[src/rtl/pnpi_defines.svh]
// Offsets, reset values and field positions for the near and inhibit block
`ifndef PNPI_DEFINES_SVH
`define PNPI_DEFINES_SVH
`define PNPI_OFF_CTRL 8'h00
`define PNPI_OFF_NEAR_W 8'h04
`define PNPI_OFF_DONE_W 8'h08
`define PNPI_OFF_CMD_CNT 8'h0c
`define PNPI_OFF_FB_CNT 8'h10
`define PNPI_OFF_DEV 8'h14
`define PNPI_OFF_STATUS 8'h18
`define PNPI_OFF_IRQ_ST 8'h1c
`define PNPI_OFF_IRQ_MASK 8'h20
`define PNPI_NEAR_W_RST 16'h0064
`define PNPI_DONE_W_RST 16'h000a
`define PNPI_MODE_RST 4'h0
`define PNPI_MODE_SPEED 4'h1
`define PNPI_CTRL_MODE_LSB 4
`define PNPI_ST_NEAR 0
`define PNPI_ST_DONE 1
`define PNPI_ST_INH 2
`define PNPI_ST_LOCK 3
`endif

[src/rtl/pnpi_pkg.sv]
// Types shared by the near and inhibit block
package pnpi_pkg;
   typedef logic [31:0] pnpi_word_t;
   typedef logic [3:0] pnpi_mode_t;
   typedef enum logic [1:0] {PNPI_IDLE, PNPI_ACK} pnpi_bus_state_t;
endpackage

[src/rtl/pnpi_sync_if.sv]
// Interface carrying synchronised pin levels between modules
`timescale 1ns/100ps
interface pnpi_sync_if;
   logic inhibit_n;
   logic cmd_pulse;
   logic cmd_dir;
   logic fb_pulse;
   logic fb_dir;
   modport src
   (
      output inhibit_n, cmd_pulse, cmd_dir, fb_pulse, fb_dir
   );
   modport dst
   (
      input inhibit_n, cmd_pulse, cmd_dir, fb_pulse, fb_dir
   );
endinterface

[src/rtl/pnpi_pin_sync.sv]
// Two-stage synchronisers and edge detect for the pin inputs
`timescale 1ns/100ps
module pnpi_pin_sync
(
   // Clock and reset
   input wire logic clock,
   input wire logic reset_n,
   // Raw pins
   input wire logic inhibit_pin_n,
   input wire logic cmd_step_pin,
   input wire logic cmd_dir_pin,
   input wire logic fb_step_pin,
   input wire logic fb_dir_pin,
   // Synchronised results
   pnpi_sync_if.src sync
);
   // Stage one and two per pin: 0 inhibit, 1 cmd step, 2 cmd dir, 3 fb step, 4 fb dir
   logic [4:0] meta_reg;
   logic [4:0] sync_reg;
   logic [4:0] raw;
   logic cmd_last_reg;
   logic fb_last_reg;
   assign raw = {fb_dir_pin, fb_step_pin, cmd_dir_pin, cmd_step_pin, inhibit_pin_n};
   // Synchroniser chain; inhibit rests high so it resets high
   genvar i;
   generate
      for (i = 0; i < 5; i = i + 1)
      begin : g_sync
         always_ff @(posedge clock or negedge reset_n)
         begin
            if (!reset_n)
            begin
               meta_reg[i] <= (i == 0) ? 1'b1 : 1'b0;
               sync_reg[i] <= (i == 0) ? 1'b1 : 1'b0;
            end
            else
            begin
               meta_reg[i] <= raw[i];
               sync_reg[i] <= meta_reg[i];
            end
         end
      end
   endgenerate
   // Last step levels, read only from the second stage
   always_ff @(posedge clock or negedge reset_n)
   begin
      if (!reset_n)
      begin
         cmd_last_reg <= 1'b0;
         fb_last_reg <= 1'b0;
      end
      else
      begin
         cmd_last_reg <= sync_reg[1];
         fb_last_reg <= sync_reg[3];
      end
   end
   // Rising step edges become one-cycle pulses
   assign sync.inhibit_n = sync_reg[0];
   assign sync.cmd_pulse = sync_reg[1] & ~cmd_last_reg;
   assign sync.cmd_dir = sync_reg[2];
   assign sync.fb_pulse = sync_reg[3] & ~fb_last_reg;
   assign sync.fb_dir = sync_reg[4];
endmodule

[src/rtl/pnpi_window_cmp.sv]
// Absolute deviation and window comparison
`timescale 1ns/100ps
module pnpi_window_cmp
(
   // Deviation in command units
   input wire logic [31:0] deviation,
   // Window widths
   input wire logic [15:0] near_width,
   input wire logic [15:0] done_width,
   // Results
   output logic [31:0] abs_dev,
   output logic in_near,
   output logic in_done
);
   // Magnitude; most negative value saturates rather than wrapping
   always_comb
   begin
      if (deviation == 32'h80000000)
         abs_dev = 32'h7fffffff;
      else if (deviation[31])
         abs_dev = 32'(-deviation);
      else
         abs_dev = deviation;
   end
   // Strictly below the width, so width zero never asserts
   assign in_near = abs_dev < {16'h0000, near_width};
   assign in_done = abs_dev < {16'h0000, done_width};
endmodule

[src/rtl/pnpi_top.sv]
// Near-positioning window and command pulse inhibit with Wishbone registers
`timescale 1ns/100ps
`include "pnpi_defines.svh"
// Notes on behaviour
// - Near flag when deviation below near width
// - Near warns earlier than done flag
// - Deviation measured in command units
// - Inhibit stops command pulse counting
// - Inhibit holds motor in servo lock
// - Inhibit input active low
// - Inhibit works only in position mode
// - Mode digit one selects analog speed
// - Done flag, position mode, width ten
module pnpi_top
(
   // Clock and reset
   input wire logic clock,
   input wire logic reset_n,
   // Wishbone slave
   input wire logic wb_cyc_i,
   input wire logic wb_stb_i,
   input wire logic wb_we_i,
   input wire logic [7:0] wb_adr_i,
   input wire logic [3:0] wb_sel_i,
   input wire logic [31:0] wb_dat_i,
   output logic [31:0] wb_dat_o,
   output logic wb_ack_o,
   output logic wb_err_o,
   // Pins
   input wire logic inhibit_n,
   input wire logic cmd_step,
   input wire logic cmd_dir,
   input wire logic fb_step,
   input wire logic fb_dir,
   output logic near_out_n,
   output logic done_out_n,
   output logic servo_lock,
   output logic speed_mode,
   // Interrupt
   output logic irq
);
   pnpi_sync_if sync_bus ();
   pnpi_pin_sync u_sync
   (
      .clock(clock),
      .reset_n(reset_n),
      .inhibit_pin_n(inhibit_n),
      .cmd_step_pin(cmd_step),
      .cmd_dir_pin(cmd_dir),
      .fb_step_pin(fb_step),
      .fb_dir_pin(fb_dir),
      .sync(sync_bus.src)
   );

   // Software state
   pnpi_pkg::pnpi_mode_t mode_reg; // Control mode digit
   logic [15:0] near_w_reg; // Near window width
   logic [15:0] done_w_reg; // Done window width
   logic [31:0] cmd_cnt_reg; // Commanded position, command units
   logic [31:0] fb_cnt_reg; // Measured position, command units
   logic [3:0] irq_st_reg; // Sticky events
   logic [3:0] irq_mask_reg; // Event enables
   logic near_reg; // Registered near flag
   logic done_reg; // Registered done flag
   pnpi_pkg::pnpi_bus_state_t bus_state;
   logic [31:0] deviation;
   logic [31:0] abs_dev;
   logic in_near;
   logic in_done;
   logic pos_mode;
   logic inhibit_active;
   logic bus_req;
   logic wr_hit;
   logic rd_status_clr;
   logic [3:0] events;
   logic [31:0] rd_data;
   logic addr_ok;

   // Decode helper used by both read and write paths
   function automatic logic hit(input logic [7:0] a, input logic [7:0] off);
      hit = (a == off);
   endfunction

   // Mode zero is position control
   // speed mode select
   assign pos_mode = (mode_reg != `PNPI_MODE_SPEED);
   assign speed_mode = ~pos_mode;

   // Inhibit only counts in position mode; a low pin is active
   // active low input
   assign inhibit_active = pos_mode & ~sync_bus.inhibit_n;

   // Counters are already scaled by the gear, so deviation is in command units
   // command unit deviation
   assign deviation = 32'(cmd_cnt_reg - fb_cnt_reg);

   pnpi_window_cmp u_cmp
   (
      .deviation(deviation),
      .near_width(near_w_reg),
      .done_width(done_w_reg),
      .abs_dev(abs_dev),
      .in_near(in_near),
      .in_done(in_done)
   );

   // Command counter; frozen while inhibited
   // stop pulse counting
   always_ff @(posedge clock or negedge reset_n)
   begin
      if (!reset_n)
         cmd_cnt_reg <= 32'h00000000;
      else if (sync_bus.cmd_pulse && !inhibit_active)
      begin
         if (sync_bus.cmd_dir)
            cmd_cnt_reg <= cmd_cnt_reg - 32'h00000001;
         else
            cmd_cnt_reg <= cmd_cnt_reg + 32'h00000001;
      end
   end

   // Feedback counter keeps tracking the real shaft so lock can correct drift
   always_ff @(posedge clock or negedge reset_n)
   begin
      if (!reset_n)
         fb_cnt_reg <= 32'h00000000;
      else if (sync_bus.fb_pulse)
      begin
         if (sync_bus.fb_dir)
            fb_cnt_reg <= fb_cnt_reg - 32'h00000001;
         else
            fb_cnt_reg <= fb_cnt_reg + 32'h00000001;
      end
   end

   // Servo lock request to the loop: hold present position
   // servo lock hold
   always_ff @(posedge clock or negedge reset_n)
   begin
      if (!reset_n)
         servo_lock <= 1'b0;
      else
         servo_lock <= inhibit_active;
   end

   // Registered window flags; done exists only in position mode
   // near window compare
   always_ff @(posedge clock or negedge reset_n)
   begin
      if (!reset_n)
      begin
         near_reg <= 1'b0;
         done_reg <= 1'b0;
      end
      else
      begin
         near_reg <= in_near;
         done_reg <= in_done & pos_mode;
      end
   end

   // Active-low outputs; with near width above done width near leads done
   // active low near
   assign near_out_n = ~near_reg;
   assign done_out_n = ~done_reg;

   // Events: near rise, done rise, inhibit engage, lock release
   assign events[`PNPI_ST_NEAR] = in_near & ~near_reg;
   assign events[`PNPI_ST_DONE] = in_done & pos_mode & ~done_reg;
   assign events[`PNPI_ST_INH] = inhibit_active & ~servo_lock;
   assign events[`PNPI_ST_LOCK] = ~inhibit_active & servo_lock;

   // Bus handshake: one wait state, ack for one cycle
   assign bus_req = wb_cyc_i & wb_stb_i & (bus_state == pnpi_pkg::PNPI_IDLE);
   always_ff @(posedge clock or negedge reset_n)
   begin
      if (!reset_n)
         bus_state <= pnpi_pkg::PNPI_IDLE;
      else if (bus_req)
         bus_state <= pnpi_pkg::PNPI_ACK;
      else
         bus_state <= pnpi_pkg::PNPI_IDLE;
   end

   // Address decode
   always_comb
   begin
      addr_ok = 1'b1;
      rd_data = 32'h00000000;
      if (hit(wb_adr_i, `PNPI_OFF_CTRL))
         rd_data = {24'h000000, mode_reg, 4'h0};
      else if (hit(wb_adr_i, `PNPI_OFF_NEAR_W))
         rd_data = {16'h0000, near_w_reg};
      else if (hit(wb_adr_i, `PNPI_OFF_DONE_W))
         rd_data = {16'h0000, done_w_reg};
      else if (hit(wb_adr_i, `PNPI_OFF_CMD_CNT))
         rd_data = cmd_cnt_reg;
      else if (hit(wb_adr_i, `PNPI_OFF_FB_CNT))
         rd_data = fb_cnt_reg;
      else if (hit(wb_adr_i, `PNPI_OFF_DEV))
         rd_data = abs_dev;
      else if (hit(wb_adr_i, `PNPI_OFF_STATUS))
         rd_data = {28'h0000000, servo_lock, inhibit_active, done_reg, near_reg};
      else if (hit(wb_adr_i, `PNPI_OFF_IRQ_ST))
         rd_data = {28'h0000000, irq_st_reg};
      else if (hit(wb_adr_i, `PNPI_OFF_IRQ_MASK))
         rd_data = {28'h0000000, irq_mask_reg};
      else
         addr_ok = 1'b0;
   end
   assign wr_hit = bus_req & wb_we_i;
   assign rd_status_clr = bus_req & ~wb_we_i & hit(wb_adr_i, `PNPI_OFF_IRQ_ST);

   // Answer registers; unmapped addresses get err instead of ack
   always_ff @(posedge clock or negedge reset_n)
   begin
      if (!reset_n)
      begin
         wb_ack_o <= 1'b0;
         wb_err_o <= 1'b0;
         wb_dat_o <= 32'h00000000;
      end
      else
      begin
         wb_ack_o <= bus_req & addr_ok;
         wb_err_o <= bus_req & ~addr_ok;
         if (bus_req && !wb_we_i)
            wb_dat_o <= rd_data;
      end
   end

   // Writable parameters, low byte lanes only where the field lives
   // software sets width order
   always_ff @(posedge clock or negedge reset_n)
   begin
      if (!reset_n)
      begin
         mode_reg <= `PNPI_MODE_RST;
         near_w_reg <= `PNPI_NEAR_W_RST;
         done_w_reg <= `PNPI_DONE_W_RST;
         irq_mask_reg <= 4'h0;
      end
      else if (wr_hit)
      begin
         if (hit(wb_adr_i, `PNPI_OFF_CTRL) && wb_sel_i[0])
            mode_reg <= wb_dat_i[`PNPI_CTRL_MODE_LSB +: 4];
         else if (hit(wb_adr_i, `PNPI_OFF_NEAR_W))
         begin
            if (wb_sel_i[0])
               near_w_reg[7:0] <= wb_dat_i[7:0];
            if (wb_sel_i[1])
               near_w_reg[15:8] <= wb_dat_i[15:8];
         end
         else if (hit(wb_adr_i, `PNPI_OFF_DONE_W))
         begin
            if (wb_sel_i[0])
               done_w_reg[7:0] <= wb_dat_i[7:0];
            if (wb_sel_i[1])
               done_w_reg[15:8] <= wb_dat_i[15:8];
         end
         else if (hit(wb_adr_i, `PNPI_OFF_IRQ_MASK) && wb_sel_i[0])
            irq_mask_reg <= wb_dat_i[3:0];
      end
   end

   // Sticky events cleared by read; a new event in the same cycle survives
   always_ff @(posedge clock or negedge reset_n)
   begin
      if (!reset_n)
         irq_st_reg <= 4'h0;
      else if (rd_status_clr)
         irq_st_reg <= events;
      else
         irq_st_reg <= irq_st_reg | events;
   end
   assign irq = |(irq_st_reg & irq_mask_reg);

   // Inhibit in position mode freezes the command count
   inhibit_freeze_a:
   assert property (@(posedge clock) disable iff (!reset_n)
      inhibit_active |=> (cmd_cnt_reg == $past(cmd_cnt_reg)))
      else $error("command count moved while inhibited");
   // Pin level reaches lock in bounded time
   inhibit_lock_a:
   assert property (@(posedge clock) disable iff (!reset_n)
      (pos_mode && !inhibit_n) [*4] |-> servo_lock)
      else $error("low inhibit pin did not lock");
   // Speed mode ignores inhibit
   speed_ignore_a:
   assert property (@(posedge clock) disable iff (!reset_n)
      !pos_mode |-> !inhibit_active)
      else $error("inhibit active outside position mode");
   // Lock tracks inhibit one cycle later
   lock_follow_a:
   assert property (@(posedge clock) disable iff (!reset_n)
      $rose(inhibit_active) |=> servo_lock)
      else $error("servo lock not raised");
   // Near output follows window one cycle later
   near_window_a:
   assert property (@(posedge clock) disable iff (!reset_n)
      (abs_dev < {16'h0000, near_w_reg}) |=> !near_out_n)
      else $error("near output missed window");
   // Near output high outside window
   near_level_a:
   assert property (@(posedge clock) disable iff (!reset_n)
      !in_near |=> near_out_n)
      else $error("near output low outside window");

   // Done never shown in speed mode
   done_mode_a:
   assert property (@(posedge clock) disable iff (!reset_n)
      !pos_mode |=> done_out_n)
      else $error("done asserted in speed mode");

   // With ordered widths, done implies near
   near_before_a:
   assert property (@(posedge clock) disable iff (!reset_n)
      (near_w_reg > done_w_reg) && !done_out_n |-> !near_out_n)
      else $error("done without near");

   // Mode digit one gives speed mode
   mode_speed_a:
   assert property (@(posedge clock) disable iff (!reset_n)
      (mode_reg == `PNPI_MODE_SPEED) |-> speed_mode)
      else $error("speed mode not selected");

   // Deviation is difference of counters
   dev_units_a:
   assert property (@(posedge clock) disable iff (!reset_n)
      $stable(cmd_cnt_reg) && $stable(fb_cnt_reg) |-> $stable(abs_dev))
      else $error("deviation changed without count");
endmodule

[config.mk]
export PLATFORM = sky130hd
export DESIGN_NAME = pnpi_top
export DESIGN_NICKNAME = d
export VERILOG_FILES = /design/src/rtl/pnpi_pkg.sv /design/src/rtl/pnpi_sync_if.sv /design/src/rtl/pnpi_pin_sync.sv /design/src/rtl/pnpi_window_cmp.sv /design/src/rtl/pnpi_top.sv
export VERILOG_INCLUDE_DIRS = /design/src /design/src/rtl
export SDC_FILE = /design/constraint.sdc
export NUM_CORES = 1
export LEC_CHECK = 0
export BUFFER_PORTS_ARGS = -buffer_cell sky130_fd_sc_hd__clkbuf_2
export CORE_MARGIN = 2
export CORE_UTILIZATION = 63
export CTS_BUF_LIST = sky130_fd_sc_hd__clkbuf_4 sky130_fd_sc_hd__clkbuf_8 sky130_fd_sc_hd__clkbuf_16
export DETAILED_ROUTE_END_ITERATION = 10
export GPL_TIMING_DRIVEN = 0
export PLACE_DENSITY = 0.83
export RECOVER_POWER = 50
export SKIP_LAST_GASP = 1
export SYNTH_ARGS = -nofsm -noshare
export SYNTH_HDL_FRONTEND = slang
export SYNTH_SLANG_ARGS = --single-unit
export TNS_END_PERCENT = 1
[constraint.sdc]
create_clock -name clock -period 7.65 [get_ports clock]
set_input_delay 0.765 -clock clock [delete_from_list [all_inputs] [get_ports clock]]
set_output_delay 0.765 -clock clock [all_outputs]
set_load 0.01 [all_outputs]
# == Yosys cells after proc, flatten, opt, wreduce, memory -nomap -nowiden ==
# Index checks and enable logic that the tools add are counted.
# op_classes
n_addsub,6
order_cmp,2
eq_ne,10
mux,24
bitwise,30
n_reduce_logical,15
# op_table
operator,n
$mux 32,10
$add 32x1->32 const B,2
$lt 32x16->1,2
$sub 32x1->32 const B,2
$eq 32x32->1 const B,1
$eq 8x5->1 const B,4
$neg 32->32,1
$sub 32x32->32,1
$eq 8x4->1 const B,2
$mux 4,4
$and 1x1->1,15
$reduce_and 5->1,3
$not 1->1,13
$mux 1,10
$eq 8x3->1 const B,1
$eq 8x6->1 const B,1
$logic_not 8->1,1
$reduce_and 4->1,2
$and 4x4->4,1
$logic_and 1x1->1,4
$ne 4x1->1 const B,1
$or 4x4->4,1
$reduce_or 4->1,1
$logic_not 1->1,2
other kinds (2),2
# totals
ff_bits,159
input_bits,54
wordCells,115

# == Logic depth before layout (Yosys ltp) ==
# depth
ltp_word,12
mapped_depth,24
depth_no_buf,23

# == Cells and area by module ==
# Synthesis repeated with hierarchy kept, for this count alone.
# unflattened
hier_cells,1478
area_unflattened_um2,12923.6
# by_module_without_submodules
module,instances,cells_each,area_per_inst_um2,seq_area_each_um2
pnpi_top,1,1193,10709.0,3659.8
pnpi_window_cmp,1,271,1884.3,0.0
pnpi_pin_sync,1,14,330.3,302.8

# == Least setup slack after synthesis ==
# OpenSTA, ideal clock, no wires.
# synth_timing
kind,register -> register
startpoint,register cmd_cnt_reg[11]
endpoint,register irq_st_reg[1]
t_arrival_ps,5622
required_ps,7546
slack_ps,1925
path_stages_with_launch,23
n_path_buf,2
cell_sequence,dfrtp_1 -> ha_1 -> clkbuf_1 -> and3_1 -> and2_1 -> nor4b_1 -> nor4b_1 -> nor4b_1 -> nor3_1 -> nand4_1 -> nor4_1 -> nand3_1 -> clkbuf_1 -> nand2_1 -> ha_1 -> a21o_1 -> a21oi_1 -> nor2b_1 -> a2111oi_0 -> or3b_2 -> nand4_1 -> a31oi_1 -> o41ai_2
# synth_via
elab_chain_len,9
word_cells_on_any_way,10
# synth_rtl
item,line_no,source
start: declaration,pnpi_top.sv:59,logic [31:0] cmd_cnt_reg;
start signal: assignment,pnpi_top.sv:116,cmd_cnt_reg <= cmd_cnt_reg - 32'h00000001;
start signal: assignment,pnpi_top.sv:118,cmd_cnt_reg <= cmd_cnt_reg + 32'h00000001;
$sub 32x32->32 (*),pnpi_top.sv:95,assign deviation = 32'(cmd_cnt_reg - fb_cnt_reg);
$neg 32->32,pnpi_window_cmp.sv:21,abs_dev = 32'(-deviation);
$mux 32,pnpi_window_cmp.sv:20,else if (deviation[31])
$mux 32 (*),pnpi_window_cmp.sv:18,if (deviation == 32'h80000000)
$lt 32x16->1 (*),pnpi_window_cmp.sv:27,"assign in_done = abs_dev < {16'h0000, done_width};"
$and 1x1->1 (*) (2 in a row),pnpi_top.sv:169,assign events[`PNPI_ST_DONE] = in_done & pos_mode & ~done_reg;
$or 4x4->4,pnpi_top.sv:274,irq_st_reg <= irq_st_reg | events;
$mux 4 (*),pnpi_top.sv:271,else if (rd_status_clr)
end signal: assignment,pnpi_top.sv:272,irq_st_reg <= events;
end signal: assignment,pnpi_top.sv:274,
end: declaration,pnpi_top.sv:61,logic [3:0] irq_st_reg;
# Every way passes the cells marked *; elsewhere a longest branch is shown, timed or not.
# A chain may end at the register's enable or synchronous reset.

# == Final worst setup path ==
# layout_timing
startpoint,register fb_cnt_reg[7]
endpoint,register irq_st_reg[1]
# layout_via
elab_chain_len,9
word_cells_on_any_way,10
# layout_rtl
item,line_no,source
start: declaration,pnpi_top.sv:60,logic [31:0] fb_cnt_reg;
start signal: assignment,pnpi_top.sv:130,fb_cnt_reg <= fb_cnt_reg - 32'h00000001;
start signal: assignment,pnpi_top.sv:132,fb_cnt_reg <= fb_cnt_reg + 32'h00000001;
$sub 32x32->32 (*),pnpi_top.sv:95,
$neg 32->32,pnpi_window_cmp.sv:21,
$mux 32,pnpi_window_cmp.sv:20,
$mux 32 (*),pnpi_window_cmp.sv:18,
$lt 32x16->1 (*),pnpi_window_cmp.sv:27,
$and 1x1->1 (*) (2 in a row),pnpi_top.sv:169,
$or 4x4->4,pnpi_top.sv:274,
$mux 4 (*),pnpi_top.sv:271,
# Marks and branches as above.

==> run summary <==
vias per cell: 6.67
ant diodes: 0
CTS Sinks: 158
chip height: 151 um
Avg WL per Cell: 20.4 um
final slew viol count: 161
first-pass GRT wire length: 67.4 mm
routability congestion estimate: 0.963
initial DRC count: 1,717
Filler cells: 1,716
failing checks: max-capacitance violations, max-slew violations
H-tree depth: 4
antenna-violating nets left: 0
Net Count, Synth: 1,873
final net count: 1,965
WL final: 42.4 mm
Yosys reg bits: 158
# rows: 53
critical path required time: 7.99 ns
Unique masters post-synth: 83
# hold bufs at CTS: 0
Ys Warns: 0
EDFF count, synth: 0
register area share after synthesis: 29.0%
Layout area overhead: 9.73%
GR peak layer: met2
FMAX: 0.135 GHz
CP Capture Type: flop
asr flop ratio synth: 100%
Die Wd: 151 um
Final period util: 97.1%
initial antenna violation count: 0
Hold Crit Class: flop to flop
WS Path Type: flop to flop
Final Skew: 0.0157 ns
total placed cells including tap cells: 2,042
Post-CTS Setup Bufs: 0
relative slew slack: -90.8%
Global Route Usage Sum: 37.7%
final hold vios: 0
grt total ovfl: 0
DP HPWL: 32.8 mm
CP startpoint kind: flop
status: complete, but fails checks
die area: 22,900 um2
First-pass DRT Iterations: 6
Core Region: 21,200 um2
Arr. time, crit path: 7.77 ns
Netlist Area Pre-Place: 13,700 um2
# IOs: 93
Initial Utilization: 64.6%
Remaining DRCs: 0
vias: 13,800
Final min period: 7.43 ns
final setup violation count: 0
CTS tree: yes
MaxCap Viol Count: 2
met3 Use GR: 7.02%
Buffers on Ports: 72
CTS root buf: clkbuf_16
met2 Usage GRT: 57.9%
largest net degree at the start of global routing: 118
Mapped Cells: 1,694
met1 usage: 52.7%
share of layout cells above drive strength 1: 8.34%
predominant post-synthesis flop cell: dfrtp_1
Least-Margin Pin Slew: 2.86 ns
Clock Latency Late Sink: 0.44 ns
WHS: 0.350 ns
number of buffers created by CTS: 17
mean area per synthesized cell: 8.07 um2
Layout Cells excl Fill: 2,074
CP Max Fanout: 10
vias in the first global route: 12,800
Longest Clk Path Bufs: 2
clock transition at the registers of the reported paths: 0.08 ns
-- through the flow --
step	util (%)	setup TNS [ns]	cell area (um2)	setup WS, ns
floorplan	-	0	13700	1.92
global placement	67.9	-0.0603	14400	-0.0603
detailed placement	68.1	-0.178	14400	-0.138
CTS	71.0	0	15000	0.0590
global route	70.9	-0.0291	15000	-0.0291
finish	70.9	0	15000	0.219
-- critical path, cell delays in order, from the launching register on --
cell and delay, ns:
dfrtp_1 0.42, inv_1 0.11, ha_1 0.29, clkbuf_1 0.36
nand2_1 0.16, a211oi_2 0.57, a211oi_1 0.15, or4b_4 0.62
nor4b_4 0.45, nand4_1 0.34, nor4_2 0.55, nand3_1 0.32
clkbuf_1 0.36, nand2_1 0.25, ha_1 0.29, a21o_1 0.19
a21oi_1 0.27, nor2b_1 0.09, a2111oi_1 0.66, or3b_2 0.50
nand4_1 0.10, a31oi_1 0.07, o41ai_2 0.21
-- layout by cell type (no fill, tap or decap), types with 8 or more instances in the layout --
cell and n:
a211o_1 8, a211oi_1 18, a21o_1 37, a21oi_1 126
a221o_1 9, a221oi_1 21, a31o_2 8, a31oi_1 20
and2_1 11, and3_1 18, clkbuf_1 68, clkbuf_16 17
clkbuf_2 67, dfrtp_1 151, ha_1 122, inv_1 96
mux2_2 13, mux2i_1 14, nand2_1 208, nand2b_1 20
nand3_1 40, nand4_1 22, nor2_1 102, nor2b_1 21
nor3_1 38, nor4_1 12, o211ai_1 13, o21a_1 21
o21ai_0 158, o21ai_1 22, o221ai_1 8, o22ai_1 12
o31ai_1 16, or3_1 18, xnor2_1 44, xor2_1 43
-- cell families after synthesis --
logic type / Yosys count / synth area share (%)
AOI/OAI and AO/OA: 577 / 27.4
xor gates and xnor gates: 87 / 5.58
adders and majority gates: 125 / 11.6
buffers and inverters: 160 / 4.40
DFF: 158 / 29.0
muxes: 27 / 2.10
and+or+nand+nor: 560 / 19.9
-- metal layers --
metal / routed length, um / part of all wire (%)
met2: 18900 / 44
met4: 1530 / 3.6
met5: 0 / 0
met3: 4030 / 9.5
met1: 18000 / 42
-- what timing repair did --
item | in CTS | in global routing
endpoints found under the hold margin | 0 | 0
resized for setup | 2 | 4
setup endpoints to repair | 2 | 2
cloned | 0 | 0
-- final cells by class --
cell class	count	area (um2)	share of cell area, %
well taps	275	344	2.29
flip-flops and latches	158	3960	26.4
clock buffers	18	433	2.89
multi-input cells	1376	9140	61.0
clock inverters	14	156	1.04
plain buffers	64	241	1.61
repair buffers	73	358	2.39
inverters	96	360	2.40
-- path summary, 6_finish.rpt --
kind                               startpoint                  to  slack, ns  cells past startpoint
max reg2reg                     fb_cnt_reg[7]       irq_st_reg[1]       0.22                     22
min in group asynchronous             reset_n      near_w_reg[13]       0.95                      1
max                             fb_cnt_reg[7]       irq_st_reg[1]       0.22                     22
min                        u_sync.meta_reg[3]  u_sync.sync_reg[3]       0.35                      0
min reg2reg                u_sync.meta_reg[3]  u_sync.sync_reg[3]       0.35                      0
max in group asynchronous             reset_n      fb_cnt_reg[23]       2.97                      2
-- Yosys cell counts (20+ instances only) --
cell | number | area [um2]
a21o_1 | 37 | 278
a21oi_1 | 126 | 631
a221oi_1 | 21 | 184
a31oi_1 | 20 | 125
clkbuf_1 | 62 | 233
dfrtp_1 | 151 | 3780
ha_1 | 122 | 1530
inv_1 | 96 | 360
nand2_1 | 208 | 781
nand2b_1 | 20 | 125
nand3_1 | 40 | 200
nand4_1 | 22 | 138
nor2_1 | 102 | 383
nor2b_1 | 21 | 131
nor3_1 | 39 | 195
o21a_1 | 21 | 158
o21ai_0 | 158 | 791
o21ai_1 | 22 | 110
xnor2_1 | 44 | 385
xor2_1 | 43 | 377
Power is left out: the tool's default activity adds up to more than one toggle a clock period on the data nets, which glitch-free logic cannot reach.
